`config.mk`:
```
export PLATFORM = sky130hd
export DESIGN_NAME = pcs_gmii_client_status
export DESIGN_NICKNAME = d
export VERILOG_FILES = /design/src/include/gmii_status_pkg.sv /design/src/rtl/pcs_gmii_client_status.sv
export SDC_FILE = /design/constraint.sdc
export NUM_CORES = 1
export LEC_CHECK = 0
export BUFFER_PORTS_ARGS = -buffer_cell sky130_fd_sc_hd__buf_2
export CAP_MARGIN = 20
export CORE_ASPECT_RATIO = 1.1
export CORE_MARGIN = 2
export CORE_UTILIZATION = 52
export DETAILED_ROUTE_END_ITERATION = 10
export MAX_ROUTING_LAYER = met4
export PLACE_DENSITY = 0.89
export SLEW_MARGIN = 20
export SYNTH_ARGS = -nofsm -noshare
export SYNTH_HDL_FRONTEND = slang
export SYNTH_SLANG_ARGS = --single-unit
```
`constraint.sdc`:
```
create_clock -name pclk -period 4.7 [get_ports pclk]
set_input_delay 1.175 -clock pclk [delete_from_list [all_inputs] [get_ports pclk]]
set_output_delay 1.175 -clock pclk [all_outputs]
set_load 0.01 [all_outputs]
```
`src/include/gmii_status_pkg.sv`:
```
package gmii_status_pkg;
	// ----------------------------------------------------------------
	// Register map
	// ----------------------------------------------------------------
	localparam logic [11:0] ctrl_off      = 12'h000;
	localparam logic [11:0] pcs_in_off    = 12'h004;
	localparam logic [11:0] status_off    = 12'h008;
	localparam logic [11:0] lp_abil_off   = 12'h00c;
	localparam logic [11:0] mgmt_stat_off = 12'h010;
	localparam logic [31:0] ctrl_reset    = 32'h0000_0001;

	// ----------------------------------------------------------------
	// Control field positions
	// ----------------------------------------------------------------
	localparam int an_enable_bit  = 0;
	localparam int sgmii_mode_bit = 1;
	localparam int phy_side_bit   = 2;

	// ----------------------------------------------------------------
	// Status vector and management link bit positions
	// ----------------------------------------------------------------
	localparam int sv_link        = 0;
	localparam int sv_sync        = 1;
	localparam int sv_config      = 2;
	localparam int sv_idle        = 3;
	localparam int sv_invalid     = 4;
	localparam int sv_disp        = 5;
	localparam int sv_notab       = 6;
	localparam int sv_phy_link    = 7;
	localparam int sv_fault_lo    = 8;
	localparam int sv_speed_lo    = 10;
	localparam int sv_duplex      = 12;
	localparam int sv_rfault      = 13;
	localparam int sv_pause_lo    = 14;
	localparam int mgmt_link_bit  = 2;

	// ----------------------------------------------------------------
	// Receive code values
	// ----------------------------------------------------------------
	localparam logic [7:0] carrier_ext_code = 8'h0f;
	localparam logic [7:0] late_error_code  = 8'h1f;
	localparam logic [7:0] false_carr_code  = 8'h0e;

	// Byte-wide GMII bundle
	typedef struct packed {
		logic       en;
		logic       er;
		logic [7:0] d;
	} gmii_byte_t;

	// Decoder side per-cycle flags
	typedef struct packed {
		logic config_set_seen;
		logic idle_set_seen;
		logic ordered_set_invalid;
		logic disparity_error_flag;
		logic unknown_code_group_flag;
	} code_flags_t;
endpackage : gmii_status_pkg

```
`src/rtl/pcs_gmii_client_status.sv`:
```
`timescale 1ns/1ps
// Summary of operation
// - Transmit bytes pass opaque while enable high.
// - Error marks carried through both paths.
// - Carrier extension is error with 0x0F.
// - Receive error inside valid marks bad frame.
// - Late error in extension shows 0x1F.
// - False carrier on bad start or noise.
// - All client signals on one 125 MHz clock.
// - Bit 0 is sync and, when negotiation is enabled, negotiation done.
// - Link status mirrored in management bit 1.2.
// - Bit 1 follows synchronisation state directly.
// - Bit 7 remote PHY link, SGMII only.
// - Bits 6:2 aligned with receive bytes.
// - Bit 2 config sets, bit 3 idles.
// - Bit 4 flags invalid ordered set data.
// - Bits 5,6 disparity and unknown code group.
// - Bits 9:8 remote fault, zero on SGMII PHY side.
// - Bits 11:10 negotiated speed encoding.
// - Bit 12 negotiated duplex.
// - Bit 13 sticky fault, cleared on management status read.
// - Bits 15:14 mirror partner ability 8:7.
module pcs_gmii_client_status (
	input  wire logic                       pclk,
	input  wire logic                       presetn,
	input  wire logic                       clk_en,
	// APB slave
	input  wire logic                       psel,
	input  wire logic                       penable,
	input  wire logic                       pwrite,
	input  wire logic [11:0]                paddr,
	input  wire logic [31:0]                pwdata,
	output logic      [31:0]                prdata,
	output logic                            pready,
	output logic                            pslverr,
	// Client transmit side
	input  wire gmii_status_pkg::gmii_byte_t tx_in,
	output gmii_status_pkg::gmii_byte_t      tx_out,
	// PCS receive side
	input  wire gmii_status_pkg::gmii_byte_t rx_in,
	input  wire logic                       rx_false_carrier,
	input  wire logic                       rx_extend,
	input  wire logic                       rx_late_error,
	input  wire gmii_status_pkg::code_flags_t rx_flags,
	// PCS state
	input  wire logic                       sync_ok,
	input  wire logic                       an_complete,
	input  wire logic                       phy_link_up,
	input  wire logic                       remote_fault_event,
	// Client receive side
	output gmii_status_pkg::gmii_byte_t      rx_out,
	output logic      [15:0]                status_vector
);
	import gmii_status_pkg::*;

	// ----------------------------------------------------------------
	// Register state
	// ----------------------------------------------------------------
	logic [31:0] ctrl_r;
	logic [15:0] lp_abil_r;
	logic [1:0]  fault_enc_r;
	logic [1:0]  speed_r;
	logic        duplex_r;
	logic        rfault_r;
	logic        sync_q1_r;
	logic        sync_r;
	logic        an_q1_r;
	logic        an_r;
	logic        phy_q1_r;
	logic        phy_r;

	logic        wr_en;
	logic        rd_en;
	logic        addr_ok;
	logic        an_en;
	logic        sgmii;
	logic        phy_side;
	logic        link_ok;
	logic        mgmt_rd;

	assign an_en    = ctrl_r[an_enable_bit];
	assign sgmii    = ctrl_r[sgmii_mode_bit];
	assign phy_side = ctrl_r[phy_side_bit];
	assign addr_ok  = (paddr == ctrl_off) || (paddr == pcs_in_off) || (paddr == status_off)
		|| (paddr == lp_abil_off) || (paddr == mgmt_stat_off);
	assign wr_en    = clk_en && psel && penable && pwrite && pready && addr_ok;
	assign rd_en    = clk_en && psel && penable && !pwrite && pready;
	assign mgmt_rd  = rd_en && (paddr == mgmt_stat_off);

	// ----------------------------------------------------------------
	// Synchronisers for PCS level states
	// ----------------------------------------------------------------
	always_ff @(posedge pclk or negedge presetn) begin
		if (!presetn) begin
			sync_q1_r <= 1'b0;
			sync_r    <= 1'b0;
			an_q1_r   <= 1'b0;
			an_r      <= 1'b0;
			phy_q1_r  <= 1'b0;
			phy_r     <= 1'b0;
		end else if (clk_en) begin
			sync_q1_r <= sync_ok;
			sync_r    <= sync_q1_r;
			an_q1_r   <= an_complete;
			an_r      <= an_q1_r;
			phy_q1_r  <= phy_link_up;
			phy_r     <= phy_q1_r;
		end
	end

	// Link is sync qualified by negotiation when enabled
	assign link_ok = sync_r && (!an_en || an_r);

	// ----------------------------------------------------------------
	// Software written registers
	// ----------------------------------------------------------------
	always_ff @(posedge pclk or negedge presetn) begin
		if (!presetn) begin
			ctrl_r      <= ctrl_reset;
			lp_abil_r   <= 16'h0000;
			fault_enc_r <= 2'h0;
			speed_r     <= 2'h0;
			duplex_r    <= 1'b0;
		end else if (wr_en) begin
			if (paddr == ctrl_off) begin
				ctrl_r <= {29'h0, pwdata[2:0]};
			end
			if (paddr == pcs_in_off) begin
				fault_enc_r <= pwdata[1:0];
				speed_r     <= pwdata[3:2];
				duplex_r    <= pwdata[4];
			end
			if (paddr == lp_abil_off) begin
				lp_abil_r <= pwdata[15:0];
			end
		end
	end

	// ----------------------------------------------------------------
	// Sticky remote fault, set wins over read clear
	// ----------------------------------------------------------------
	always_ff @(posedge pclk or negedge presetn) begin
		if (!presetn) begin
			rfault_r <= 1'b0;
		end else if (clk_en) begin
			if (remote_fault_event) begin
				rfault_r <= 1'b1;
			end else if (mgmt_rd) begin
				rfault_r <= 1'b0;
			end
		end
	end

	// ----------------------------------------------------------------
	// APB slave: zero wait states, error on unmapped address
	// ----------------------------------------------------------------
	always_ff @(posedge pclk or negedge presetn) begin
		if (!presetn) begin
			prdata  <= 32'h0000_0000;
			pready  <= 1'b0;
			pslverr <= 1'b0;
		end else if (clk_en) begin
			pready  <= psel && !penable;
			pslverr <= psel && !penable && !addr_ok;
			prdata  <= 32'h0000_0000;
			if (psel && !penable && !pwrite) begin
				unique case (1'b1)
					paddr == ctrl_off:      prdata <= ctrl_r;
					paddr == pcs_in_off:    prdata <= {27'h0, duplex_r, speed_r, fault_enc_r};
					paddr == status_off:    prdata <= {16'h0, status_vector};
					paddr == lp_abil_off:   prdata <= {16'h0, lp_abil_r};
					paddr == mgmt_stat_off: prdata <= {29'h0, link_ok, 2'h0};
					default:                prdata <= 32'h0000_0000;
				endcase
			end
		end
	end

	// ----------------------------------------------------------------
	// Transmit path: opaque one cycle pipe
	// ----------------------------------------------------------------
	always_ff @(posedge pclk or negedge presetn) begin
		if (!presetn) begin
			tx_out <= '0;
		end else if (clk_en) begin
			tx_out.en <= tx_in.en;
			tx_out.d  <= tx_in.d;
			tx_out.er <= tx_in.er;
		end
	end

	// ----------------------------------------------------------------
	// Receive path with special code insertion
	// ----------------------------------------------------------------
	always_ff @(posedge pclk or negedge presetn) begin
		if (!presetn) begin
			rx_out <= '0;
		end else if (clk_en) begin
			if (rx_false_carrier && !rx_in.en) begin
				rx_out <= '{en: 1'b0, er: 1'b1, d: false_carr_code};
			end else if (rx_extend && !rx_in.en) begin
				// Late error wins over plain extension
				rx_out <= '{en: 1'b0, er: 1'b1,
					d: rx_late_error ? late_error_code : carrier_ext_code};
			end else begin
				rx_out.en <= rx_in.en;
				rx_out.d  <= rx_in.d;
				rx_out.er <= rx_in.er && rx_in.en;
			end
		end
	end

	// ----------------------------------------------------------------
	// Status vector, code flags share the receive pipe stage
	// ----------------------------------------------------------------
	always_ff @(posedge pclk or negedge presetn) begin
		if (!presetn) begin
			status_vector <= 16'h0000;
		end else if (clk_en) begin
			status_vector[sv_link]     <= link_ok;
			status_vector[sv_sync]     <= sync_r;
			status_vector[sv_config]   <= rx_flags.config_set_seen;
			status_vector[sv_idle]     <= rx_flags.idle_set_seen;
			status_vector[sv_invalid]  <= rx_flags.ordered_set_invalid;
			status_vector[sv_disp]     <= rx_flags.disparity_error_flag;
			status_vector[sv_notab]    <= rx_flags.unknown_code_group_flag;
			status_vector[sv_phy_link] <= sgmii && an_r && phy_r;
			status_vector[sv_fault_lo+:2] <= (sgmii && phy_side) ? 2'h0 : fault_enc_r;
			status_vector[sv_speed_lo+:2] <= speed_r;
			status_vector[sv_duplex]   <= duplex_r;
			status_vector[sv_rfault]   <= rfault_r;
			status_vector[sv_pause_lo+:2] <= lp_abil_r[8:7];
		end
	end

	// ----------------------------------------------------------------
	// Assertions
	// ----------------------------------------------------------------
	tx_data_pass_a: assert property (@(posedge pclk) disable iff (!presetn)
		clk_en ##1 clk_en |-> tx_out.d == $past(tx_in.d) && tx_out.en == $past(tx_in.en))
		else $error("transmit byte not passed");
	tx_err_pass_a: assert property (@(posedge pclk) disable iff (!presetn)
		clk_en ##1 clk_en |-> tx_out.er == $past(tx_in.er))
		else $error("transmit error lost");
	false_carr_a: assert property (@(posedge pclk) disable iff (!presetn)
		(clk_en && rx_false_carrier && !rx_in.en) ##1 clk_en |->
		!rx_out.en && rx_out.er && rx_out.d == false_carr_code)
		else $error("false carrier code wrong");
	extend_code_a: assert property (@(posedge pclk) disable iff (!presetn)
		(clk_en && rx_extend && !rx_late_error && !rx_false_carrier && !rx_in.en) ##1 clk_en
		|-> rx_out.er && rx_out.d == carrier_ext_code)
		else $error("carrier extension code wrong");
	late_err_a: assert property (@(posedge pclk) disable iff (!presetn)
		(clk_en && rx_extend && rx_late_error && !rx_false_carrier && !rx_in.en) ##1 clk_en
		|-> rx_out.er && rx_out.d == late_error_code)
		else $error("late error code wrong");
	link_qual_a: assert property (@(posedge pclk) disable iff (!presetn)
		status_vector[sv_link] |-> status_vector[sv_sync])
		else $error("link up without sync");
	flags_align_a: assert property (@(posedge pclk) disable iff (!presetn)
		clk_en |=> status_vector[6:2] == $past({rx_flags.unknown_code_group_flag,
		rx_flags.disparity_error_flag, rx_flags.ordered_set_invalid, rx_flags.idle_set_seen,
		rx_flags.config_set_seen}) && (rx_out.d == $past(rx_in.d) || $past(rx_false_carrier || rx_extend)))
		else $error("code flags misaligned");
	phy_link_a: assert property (@(posedge pclk) disable iff (!presetn)
		!sgmii && $past(!sgmii) |-> !status_vector[sv_phy_link])
		else $error("phy link high outside sgmii");
	rfault_hold_a: assert property (@(posedge pclk) disable iff (!presetn)
		$past(rfault_r) && !$past(mgmt_rd) |-> rfault_r)
		else $error("remote fault cleared without read");
	pause_mirror_a: assert property (@(posedge pclk) disable iff (!presetn)
		clk_en ##1 clk_en ##1 clk_en && $stable(lp_abil_r)
		|-> status_vector[15:14] == lp_abil_r[8:7])
		else $error("pause bits not mirrored");

	// ----------------------------------------------------------------
	// Receive path and status field checks
	// ----------------------------------------------------------------
	// Frame bytes and their error marks pass unchanged
	rx_err_frame_a: assert property (@(posedge pclk) disable iff (!presetn)
		(clk_en && rx_in.en) |=> rx_out.en && rx_out.er == $past(rx_in.er)
		&& rx_out.d == $past(rx_in.d))
		else $error("frame error mark lost");
	rx_idle_err_a: assert property (@(posedge pclk) disable iff (!presetn)
		(clk_en && !rx_in.en && !rx_extend && !rx_false_carrier) |=> !rx_out.en && !rx_out.er)
		else $error("error raised outside frame");
	// Management copy of the link bit
	mgmt_link_a: assert property (@(posedge pclk) disable iff (!presetn)
		(clk_en && psel && !penable && !pwrite && paddr == mgmt_stat_off)
		|=> prdata[mgmt_link_bit] == $past(link_ok))
		else $error("management link bit wrong");
	// Link and sync bits
	sync_bit_a: assert property (@(posedge pclk) disable iff (!presetn)
		clk_en |=> status_vector[sv_sync] == $past(sync_r))
		else $error("sync bit not following sync");
	link_an_a: assert property (@(posedge pclk) disable iff (!presetn)
		(clk_en && an_en && !an_r) |=> !status_vector[sv_link])
		else $error("link up before negotiation");
	phy_up_a: assert property (@(posedge pclk) disable iff (!presetn)
		(clk_en && sgmii && an_r && phy_r) |=> status_vector[sv_phy_link])
		else $error("phy link not reported");
	// Code group flags, one bit each
	config_idle_a: assert property (@(posedge pclk) disable iff (!presetn)
		clk_en |=> status_vector[sv_config] == $past(rx_flags.config_set_seen)
		&& status_vector[sv_idle] == $past(rx_flags.idle_set_seen))
		else $error("config or idle bit wrong");
	invalid_flag_a: assert property (@(posedge pclk) disable iff (!presetn)
		clk_en |=> status_vector[sv_invalid] == $past(rx_flags.ordered_set_invalid))
		else $error("invalid set bit wrong");
	code_err_flags_a: assert property (@(posedge pclk) disable iff (!presetn)
		clk_en |=> status_vector[sv_disp] == $past(rx_flags.disparity_error_flag)
		&& status_vector[sv_notab] == $past(rx_flags.unknown_code_group_flag))
		else $error("decode error bits wrong");
	// Negotiation result fields
	fault_zero_a: assert property (@(posedge pclk) disable iff (!presetn)
		(clk_en && sgmii && phy_side) |=> status_vector[sv_fault_lo+:2] == 2'h0)
		else $error("fault encoding not zero on phy side");
	speed_duplex_a: assert property (@(posedge pclk) disable iff (!presetn)
		clk_en |=> status_vector[sv_speed_lo+:2] == $past(speed_r)
		&& status_vector[sv_duplex] == $past(duplex_r))
		else $error("speed or duplex not mirrored");
	// Sticky remote fault set and read clear
	rfault_set_a: assert property (@(posedge pclk) disable iff (!presetn)
		(clk_en && remote_fault_event) |=> rfault_r)
		else $error("remote fault not set");
	rfault_clear_a: assert property (@(posedge pclk) disable iff (!presetn)
		(mgmt_rd && !remote_fault_event) |=> !rfault_r)
		else $error("remote fault not cleared by read");
	// Clock enable low holds both byte outputs, the status vector and the control register
	freeze_hold_a: assert property (@(posedge pclk) disable iff (!presetn)
		!clk_en |=> $stable(tx_out) && $stable(rx_out) && $stable(status_vector) && $stable(ctrl_r))
		else $error("state moved while clock disabled");

	frame_rx_c:   cover property (@(posedge pclk) rx_out.en ##1 !rx_out.en);
	extend_c:     cover property (@(posedge pclk) rx_out.er && rx_out.d == carrier_ext_code);
	false_c:      cover property (@(posedge pclk) rx_out.er && rx_out.d == false_carr_code);
	fault_clr_c:  cover property (@(posedge pclk) rfault_r ##1 !rfault_r);
	late_c:       cover property (@(posedge pclk) rx_out.er && rx_out.d == late_error_code);
endmodule : pcs_gmii_client_status

```
==> results of run 1 <==
## flip-flops by register name, summed over array words and instances (netlist names), 2 cells and up
| register | cells |
|---|---|
| lp_abil_r | 16 |
| rx_out | 10 |
| ctrl_r | 3 |
| prdata | 16 |
| tx_out | 10 |
| status_vector | 16 |
| speed_r | 2 |
| fault_enc_r | 2 |
## where the power goes
group          total, uW  internal (uW)  leakage (uW)  switching, uW
Combinational        162           72.5       0.00118           89.7
Clock                518            248      0.000100            270
Sequential           782            762       0.00110           19.5
Total               1460           1080       0.00238            379
## worst max-delay path: stages
cell and delay, ns:
buf_2 0.45, nor4bb_1 0.64, and2_1 0.25, nand3_1 0.39
o2bb2ai_1 0.31
## stage by stage
stage	total power (uW)	instances	setup WS [ns]
3_5_place_dp	960.7	479	1.363
3_3_place_gp	952.7	479	1.506
5_1_grt	1534	495	1.555
6_report	1462	495	1.745
2_1_floorplan	883.4	303	1.927
4_1_cts	1480	495	1.754
## placed cells by master (no fill, tap or decap), types with 2 or more instances in the layout
cell	instances
buf_2	118
dfrtp_1	84
mux2_2	36
inv_1	20
conb_1	16
mux2i_1	12
o2bb2ai_1	12
mux2_4	10
nand2_1	9
o22ai_1	9
clkbuf_8	9
nor2_1	8
mux2_1	8
a21oi_1	7
o21ai_0	7
nand3_1	4
o22a_1	3
nor3_4	2
nor2b_1	2
a22oi_1	2
a22o_1	2
mux4_2	2
nand4_1	2
nand3b_1	2
clkinv_2	2
inv_6	2
## final cells by class
type                    instances  area (um^2)  share of cell area [%]
well taps                      85        106.4                   2.321
clock inverters                 7        73.82                   1.611
multi-input cells             169         1465                   31.98
flip-flops and latches         85         2128                   46.45
repair buffers                120        609.3                   13.30
inverters                      20        75.07                   1.638
clock buffers                   9        123.9                   2.703
## kinds of logic after synthesis
family	after synthesis
DFF	85
muxes	68
buffers and inverters	49
AOI/OAI and AO/OA	45
and+or+nand+nor	40
other	1
## routing by layer
layer  routed length [um]  vias up
met5                    0        -
met4                   71        0
met3                  481        6
met2                 4026      110
met1                 3587     1312
li1                     -     1224
## how the worst min path moves through the flow
stage	from	to	slack, ns	cells after the start
after floorplan	rfault_r	rfault_r	0.46	1
after global placement	prdata[13]	prdata[13]	0.47	1
after detailed placement	prdata[9]	prdata[9]	0.47	1
after CTS	prdata[9]	prdata[9]	0.49	1
after global routing	prdata[12]	prdata[12]	0.51	1
final	prdata[12]	prdata[12]	0.49	1
==> summary.md, run 1 <==
| Metric | Value |
|---|---|
| CTS tree | `yes` |
| Clock Latency Late Sink | `0.35 ns` |
| Initial antenna violation count | `0` |
| Worst reg-to-reg setup slack | `2.85 ns` |
| Crit Path Max Fanout | `29` |
| Synthesis-stage register bit count | `85` |
| Final Util | `65.02%` |
| Fraction of final layout cells sized beyond drive strength 1 | `46.59%` |
| Maxcap violations | `0` |
| FF-to-FF End | `lp_abil_r[8]` |
| Ys flop type | `dfrtp_1` |
| Synth top cells by count | `dfrtp_1, mux2_2, inv_1` |
| Clock skew | `0.007899 ns` |
| Post-synthesis sequential area ratio | `56.14%` |
| Overall routing resource usage | `22.19%` |
| Met2 Use GR | `34.96%` |
| Dpl cell area | `4380 um^2` |
| Die area | `7990 um^2` |
| DRC viols | `0` |
| GRT met1 Usage | `28.78%` |
| Post-synthesis adder-cell area fraction | `0%` |
| Share of the synthesized area in the top cell type | `55.45%` |
| DP HPWL | `5759 um` |
| Post-synthesis compound-gate area fraction | `8.284%` |
| Drt via density | `5.358` |
| CTS Buffer Depth | `2` |
| Synth-to-layout area growth | `20.86%` |
| Ant diodes | `0` |
| GR Util met3 | `4.148%` |
| Design Area, Final | `4582 um^2` |
| Minimum clock period | `2.955 ns` |
| Final Hold Viols | `0` |
| I/O Buffers | `119` |
| Num Clock Sinks | `85` |
| Final Max Tran Viols | `0` |
| Max-slew headroom | `49.64%` |
| Outcome | `finished, final reports clean` |
| Synth area leaders | `dfrtp_1, mux2_2, mux2_4` |
| EDFF count, synth | `0` |
| RSZ-0062 raised after global routing | `false` |
| Core area | `7047 um^2` |
| Library cells used by synthesis | `42` |
| DIE HEIGHT | `93.55 um` |
| Number of global-route vias before repair | `2780` |
| Clock slew seen by the registers of the worst setup and hold paths | `0.08 ns` |
| Fin Setup TNS | `0 ns` |
| Post-CTS setup buffers | `0` |
| First-pass GRT wire length | `13300 um` |
| FILL cells | `542` |
| Part of the cycle the worst path needs | `62.88%` |
| RePlAce Congestion | `0.8082` |
| Antenna-violating nets left | `0` |
| PwrDens | `319.1 nW/um^2` |
| Startpoint Class | `primary input` |
| Initial Utilization | `53.80%` |
| Final setup vio count | `0` |
| Leak | `0.002378 uW` |
| Cell Area, Synth | `3791 um^2` |
| Cell with the most instances after synthesis | `dfrtp_1` |
| Post-DR wirelength/cell | `16.50 um` |
| Simple-Gate Fraction of Synth Area | `7.393%` |
| Peak Freq | `338.4 MHz` |
| Worst hold margin | `0.4905 ns` |
| Reg2reg path depth | `4` |
| Worst Hold Class | `register to register` |
| Site Rows | `32` |
| Critical path class | `primary input to register` |
| Gr ovfl total | `0` |
| Root Buffer | `clkbuf_8` |
| Cell taking the most area after synthesis | `dfrtp_1` |
| Most used routing layer | `met2` |
| Worst-margin pin slew | `0.7554 ns` |
| Crit. Startpoint | `clk_en` |
| NumNets Final | `487` |
| Synthesized area per cell | `13.16 um^2` |
| XOR/XNOR Fraction of Synth Area | `0%` |
| Multiplexer share of the synthesized area | `21.39%` |
| Synth warnings | `0` |
| Post-CTS Hold Fix Bufs | `0` |
| Vias | `2652` |
| Die width | `85.41 um` |
| Largest family of logic cells by synthesized area | `multiplexers` |
| Largest net degree at the start of global routing | `86` |
| PostCTS Resize Cnt | `0` |
| Critical path capture point type | `register` |
| Peak supply drop | `0.2491 mV` |
| # H-tree levels | `3` |
| R2R Path Start | `pready` |
| Req. time, crit path | `4.96 ns` |
| Final wirelength | `8166 um` |
| Async set or reset register ratio after synthesis | `100.0%` |
| First-pass detailed-route iteration total | `4` |
| Gate Count Post-Synth | `288` |
| IO Pins | `152` |
| Crit path capture | `prdata[14]` |
| Critical Path AT | `3.22 ns` |
| TritonCTS buffer count | `9` |
| DRT iter0 DRCs | `117` |
(Power assumes the default switching activity.)
==> inputs of run 2 (changes only) <==
--- a/config.mk
+++ b/config.mk
@@ -5,14 +5,15 @@
 export SDC_FILE = /design/constraint.sdc
 export NUM_CORES = 1
 export LEC_CHECK = 0
+export ABC_AREA = 1
 export BUFFER_PORTS_ARGS = -buffer_cell sky130_fd_sc_hd__buf_2
 export CAP_MARGIN = 20
 export CORE_ASPECT_RATIO = 1.1
 export CORE_MARGIN = 2
-export CORE_UTILIZATION = 52
+export CORE_UTILIZATION = 49
 export DETAILED_ROUTE_END_ITERATION = 10
 export MAX_ROUTING_LAYER = met4
-export PLACE_DENSITY = 0.89
+export PLACE_DENSITY = 0.84
 export SLEW_MARGIN = 20
 export SYNTH_ARGS = -nofsm -noshare
 export SYNTH_HDL_FRONTEND = slang
==> constraint.sdc (replaced) <==
create_clock -name pclk -period 2.95 [get_ports pclk]
set_input_delay 0.7375 -clock pclk [delete_from_list [all_inputs] [get_ports pclk]]
set_output_delay 0.7375 -clock pclk [all_outputs]
set_load 0.01 [all_outputs]
==> summary.md, run 2 <==
| Metric | Value |
|---|---|
| TritonCTS buffer count | `9` |
| Die area | `8850 um^2` |
| Psw | `583.3 uW` |
| Cell with the most instances after synthesis | `nand2_1` |
| Synthesis-stage register bit count | `85` |
| Multiplexer share of the synthesized area | `0%` |
| DIE HEIGHT | `98.47 um` |
| IO Pins | `152` |
| Most frequent cells in the layout | `nand2_1, buf_2, dfrtp_1` |
| Outcome | `finished, final reports clean` |
| Root Buffer | `clkbuf_8` |
| Largest regs | `lp_abil_r (16), prdata (16), status_vector (16)` |
| Gate Count Post-Synth | `464` |
| Largest net degree at the start of global routing | `55` |
| R2R Path Start | `pready` |
| Crit. Startpoint | `clk_en` |
| Worst hold margin | `0.3792 ns` |
| Commonest non-fill, non-tap cell in the layout | `nand2_1` |
| Overall routing resource usage | `22.19%` |
| RePlAce Congestion | `0.8503` |
| CTS Buffer Depth | `2` |
| Synth warnings | `0` |
| XOR/XNOR Fraction of Synth Area | `0%` |
| Synth top cells by count | `nand2_1, dfrtp_1, inv_1` |
| Post-CTS Hold Fix Bufs | `0` |
| Final wirelength | `9167 um` |
| Area of the multi-input gates | `1510 um^2` |
| FILL cells | `733` |
| First-pass detailed-route iteration total | `5` |
| Initial antenna violation count | `0` |
| Critical path capture point type | `register` |
| Internal power | `1779 uW` |
| CTS tree | `yes` |
| Library cells used by synthesis | `33` |
| DP HPWL | `6519 um` |
| Critical Path AT | `2.27 ns` |
| Fin Setup TNS | `0 ns` |
| Site Rows | `34` |
| Leak | `0.002724 uW` |
| Synthesized area per cell | `8.567 um^2` |
| Worst-margin pin slew | `0.9249 ns` |
| Reg power frac | `52.4%` |
| Max-slew headroom | `38.25%` |
| Worst Hold Class | `primary input to async pin` |
| Clock power frac | `37.2%` |
| Gr ovfl total | `0` |
| Worst slack, placed | `0.5439 ns` |
| Non-Filler Instances | `694` |
| PwrDens | `494.2 nW/um^2` |
| Post-synthesis sequential area ratio | `53.54%` |
| Register cell area after layout | `2128 um^2` |
| Min setup slack post-route | `0.9159 ns` |
| Cell taking the most area after synthesis | `dfrtp_1` |
| Peak supply drop | `0.3049 mV` |
| Comb power frac | `10.4%` |
| PostCTS Resize Cnt | `0` |
| Peak Freq | `491.6 MHz` |
| Crit Path Max Fanout | `32` |
| First-pass GRT wire length | `15220 um` |
| Final setup vio count | `0` |
| Clock Latency Late Sink | `0.36 ns` |
| Clock slew seen by the registers of the worst setup and hold paths | `0.09 ns` |
| Num Clock Sinks | `85` |
| Simple-Gate Fraction of Synth Area | `27.13%` |
| Synth-to-layout area growth | `20.24%` |
| Placed Instances | `678` |
| Part of the cycle the worst path needs | `68.95%` |
| Fraction of final layout cells sized beyond drive strength 1 | `29.69%` |
| Vias | `3411` |
| DRC viols | `0` |
| Drt via density | `4.915` |
| Cell Area, Synth | `3975 um^2` |
| Post-DR wirelength/cell | `13.21 um` |
| DRT iter0 DRCs | `132` |
| Final Hold Viols | `0` |
| Final Max Tran Viols | `0` |
| Largest family of logic cells by synthesized area | `simple AND/OR/NAND/NOR gates` |
| Post-synthesis compound-gate area fraction | `9.348%` |
| Async set or reset register ratio after synthesis | `100.0%` |
| I/O Buffers | `119` |
| Req. time, crit path | `3.18 ns` |
| Number of global-route vias before repair | `3368` |
| Antenna-violating nets left | `0` |
| Minimum clock period | `2.034 ns` |
| Post-synthesis adder-cell area fraction | `0%` |
| Synth area leaders | `dfrtp_1, nand2_1, nand3_1` |
| Share of the synthesized area in the top cell type | `52.88%` |
| Post-CTS setup buffers | `0` |
| Maxcap violations | `0` |
| Clock skew | `0.01105 ns` |
| Critical path class | `primary input to register` |
| Startpoint Class | `primary input` |
| RSZ-0062 raised after global routing | `false` |
| Switching part of the total | `24.69%` |
| EDFF count, synth | `0` |
| # H-tree levels | `3` |
| Core area | `7913 um^2` |
| Initial Utilization | `50.24%` |
| Ys flop type | `dfrtp_1` |
| NumNets Final | `663` |
| Die width | `89.88 um` |
| Ant diodes | `0` |
run 2: changes by cell type in the layout (fill, tap and decap cells not counted), sizes merged, moves of 16 or more:
cell | previous run | this run
nand3 | 4 | 32
o21ai | 8 | 45
mux2 | 54 | 0
inv | 22 | 38
nand2 | 9 | 193
run 2: through the flow:
step | total power (uW) | area (um^2) | utilization [%]
finish | 2362 | 4780 | 60.40
global route | 2457 | 4780 | 60.40
CTS | 2378 | 4780 | 60.40
detailed placement | 1509 | 4572 | 57.78
global placement | 1499 | 4572 | 57.78
floorplan | 1390 | 4031 | -
run 2: layout make-up:
type | count | area share [%]
clock buffer | 12 | 2.827
sequential | 85 | 44.53
multi-input combinational | 320 | 31.60
inverter | 39 | 3.089
clock inverter | 4 | 1.518
tap | 108 | 2.827
timing repair buffer | 126 | 13.61
run 2: worst paths after layout:
check / cells after the start / slack, ns / to
max: 6 / 0.92 / lp_abil_r[8]
min reg2reg: 2 / 0.47 / tx_out[8]
min in group pclk: 2 / 0.47 / tx_out[8]
min: 1 / 0.38 / rx_out[3]
max in group asynchronous: 2 / 1.87 / fault_enc_r[1]
max reg2reg: 5 / 1.19 / lp_abil_r[8]
run 2: power by group through the flow:
stage	clock, uW	sequential, uW	combinational, uW
finish	878	1240	247
global route	935	1240	278
CTS	890	1240	250
detailed placement	0	1260	250
global placement	0	1260	241
floorplan	0	1280	113
run 2: logic make-up (layout without fill, tap and decap cells):
| group | Yosys count | after routing |
|---|---|---|
| buffers and inverters | 74 | 181 |
| other | 1 | 16 |
| DFF | 85 | 85 |
| AOI/OAI and AO/OA | 56 | 56 |
| and+or+nand+nor | 248 | 248 |
run 2: per-layer routing:
| metal | part of all wire, % | track usage (%) |
|---|---|---|
| met1 | 43 | 26.82 |
| met5 | 0 | - |
| met2 | 49 | 37.06 |
| met3 | 6.5 | 4.434 |
| met4 | 1.6 | 8.757 |
run 2: critical path, stage by stage:
cell     delay [ns]
buf_2          0.28
nand2_2        0.14
nor4_4         0.35
nand3_4        0.47
nand2_1        0.21
o21ai_2        0.07
==> inputs of run 3 (changes only) <==
==> constraint.sdc (replaced) <==
create_clock -name pclk -period 1.9 [get_ports pclk]
set_input_delay 0.475 -clock pclk [delete_from_list [all_inputs] [get_ports pclk]]
set_output_delay 0.475 -clock pclk [all_outputs]
set_load 0.01 [all_outputs]
==> summary.md, run 3 (same netlist as run 2, synthesis figures left out) <==
| Metric | Value |
|---|---|
| Comb power frac | `10.3%` |
| Crit Path Max Fanout | `32` |
| Most frequent cells in the layout | `nand2_1, buf_2, dfrtp_1` |
| CTS Buffer Depth | `2` |
| Number of global-route vias before repair | `3479` |
| Clock slew seen by the registers of the worst setup and hold paths | `0.09 ns` |
| DRT iter0 DRCs | `211` |
| Commonest non-fill, non-tap cell in the layout | `nand2_1` |
| Num Clock Sinks | `85` |
| Final setup vio count | `0` |
| Die width | `89.88 um` |
| Largest net degree at the start of global routing | `39` |
| Critical path capture point type | `register` |
| Post-CTS setup buffers | `0` |
| PostCTS Resize Cnt | `0` |
| First-pass detailed-route iteration total | `4` |
| TritonCTS buffer count | `9` |
| Final Util | `62.56%` |
| Overall routing resource usage | `22.63%` |
| Die area | `8850 um^2` |
| Final wirelength | `9362 um` |
| Synth-to-layout area growth | `24.52%` |
| Root Buffer | `clkbuf_8` |
| Largest regs | `lp_abil_r (16), prdata (16), status_vector (16)` |
| RSZ-0062 raised after global routing | `false` |
| Peak Freq | `671.7 MHz` |
| Gr ovfl total | `0` |
| Initial antenna violation count | `0` |
| RePlAce Congestion | `0.8331` |
| Internal power | `2942 uW` |
| DP HPWL | `7025 um` |
| Psw | `942.1 uW` |
| Antenna-violating nets left | `0` |
| DRC viols | `0` |
| Ant diodes | `0` |
| Vias | `3421` |
| IO Pins | `152` |
| Final Hold Viols | `0` |
| Worst Hold Class | `primary input to async pin` |
| GRT met1 Usage | `27.11%` |
| Most used routing layer | `met2` |
| Fin Setup TNS | `0 ns` |
| Post-CTS Hold Fix Bufs | `0` |
| Worst hold margin | `0.07865 ns` |
| Switching part of the total | `24.25%` |
| Initial Utilization | `50.24%` |
| Fraction of final layout cells sized beyond drive strength 1 | `31.26%` |
| Core area | `7913 um^2` |
| First-pass GRT wire length | `15750 um` |
| Drt via density | `4.866` |
| Final Max Tran Viols | `0` |
| FILL cells | `725` |
| CTS tree | `yes` |
| Startpoint Class | `primary input` |
| Peak supply drop | `0.4582 mV` |
| Clock power frac | `40.2%` |
| PwrDens | `784.8 nW/um^2` |
| I/O Buffers | `119` |
| Critical Path AT | `1.73 ns` |
| Clock Latency Late Sink | `0.35 ns` |
| Outcome | `finished, final reports clean` |
| Reg power frac | `49.5%` |
| Minimum clock period | `1.489 ns` |
| Met2 Use GR | `39.39%` |
| Clock skew | `0.007574 ns` |
| # H-tree levels | `3` |
| Maxcap violations | `0` |
| Critical path class | `primary input to register` |
| NumNets Final | `672` |
| Site Rows | `34` |
| DIE HEIGHT | `98.47 um` |
| Req. time, crit path | `2.14 ns` |
| Part of the cycle the worst path needs | `78.36%` |
| GR Util met3 | `4.052%` |
| Leak | `0.002808 uW` |
| Post-DR wirelength/cell | `13.32 um` |
[run 3: cell types whose count changed in the layout (fill, tap and decap cells not counted), sizes merged]
cell,change
clkbuf,-2
bufinv,+1
clkinvlp,+1
buf,+9
[run 3: path summary, 6_finish.rpt]
check / start / slack (ns) / end / cells after the start
worst max-delay path: paddr[11] / 0.41 / lp_abil_r[8] / 10
worst min-delay path: presetn / 0.08 / rx_out[5] / 1
worst max register to register: pready / 0.45 / lp_abil_r[8] / 6
worst min register to register: tx_out[9] / 0.47 / tx_out[9] / 2
max in group asynchronous: presetn / 1.24 / rfault_r / 2
min in group pclk: tx_in[8] / 0.32 / tx_out[8] / 3
[run 3: worst max-delay path, cell delays in order]
cell	delay (ns)
buf_2	0.09
nor2_1	0.10
nand2_1	0.10
nor2_2	0.20
nand2_1	0.17
nand2_4	0.15
nand3_4	0.08
buf_12	0.21
nand2_1	0.09
o21ai_2	0.05
[run 3: final cells by class]
class / instances / area [um^2] / area share (%)
repair buffers: 135 / 780.7 / 15.77
inverters: 39 / 147.6 / 2.983
clock inverters: 6 / 110.1 / 2.224
flip-flops and latches: 85 / 2128 / 43.00
well taps: 108 / 135.1 / 2.730
clock buffers: 10 / 137.6 / 2.781
multi-input cells: 320 / 1510 / 30.51
[run 3: through the flow]
stage | std cells | area (um^2) | setup slack [ns] | total power [uW]
2_1_floorplan | 479 | 4031 | 0.3909 | 2158
5_1_grt | 703 | 4950 | 0.2919 | 4031
4_1_cts | 703 | 4950 | 0.4096 | 3911
3_5_place_dp | 687 | 4702 | 0.04416 | 2362
3_3_place_gp | 687 | 4702 | 0.1254 | 2344
6_report | 703 | 4950 | 0.4112 | 3884
[run 3: power groups by stage]
stage	sequential (uW)	combinational [uW]	clock [uW]
floorplan	1980	176	0
global placement	1950	389	0
detailed placement	1960	405	0
CTS	1920	405	1580
global route	1930	447	1650
finish	1920	399	1560
[run 3: routing by layer]
metal / up-vias / part of all wire, %
li1: 1677 / -
met1: 1600 / 41
met2: 134 / 51
met3: 10 / 6.8
met4: 0 / 0.99
met5: - / 0
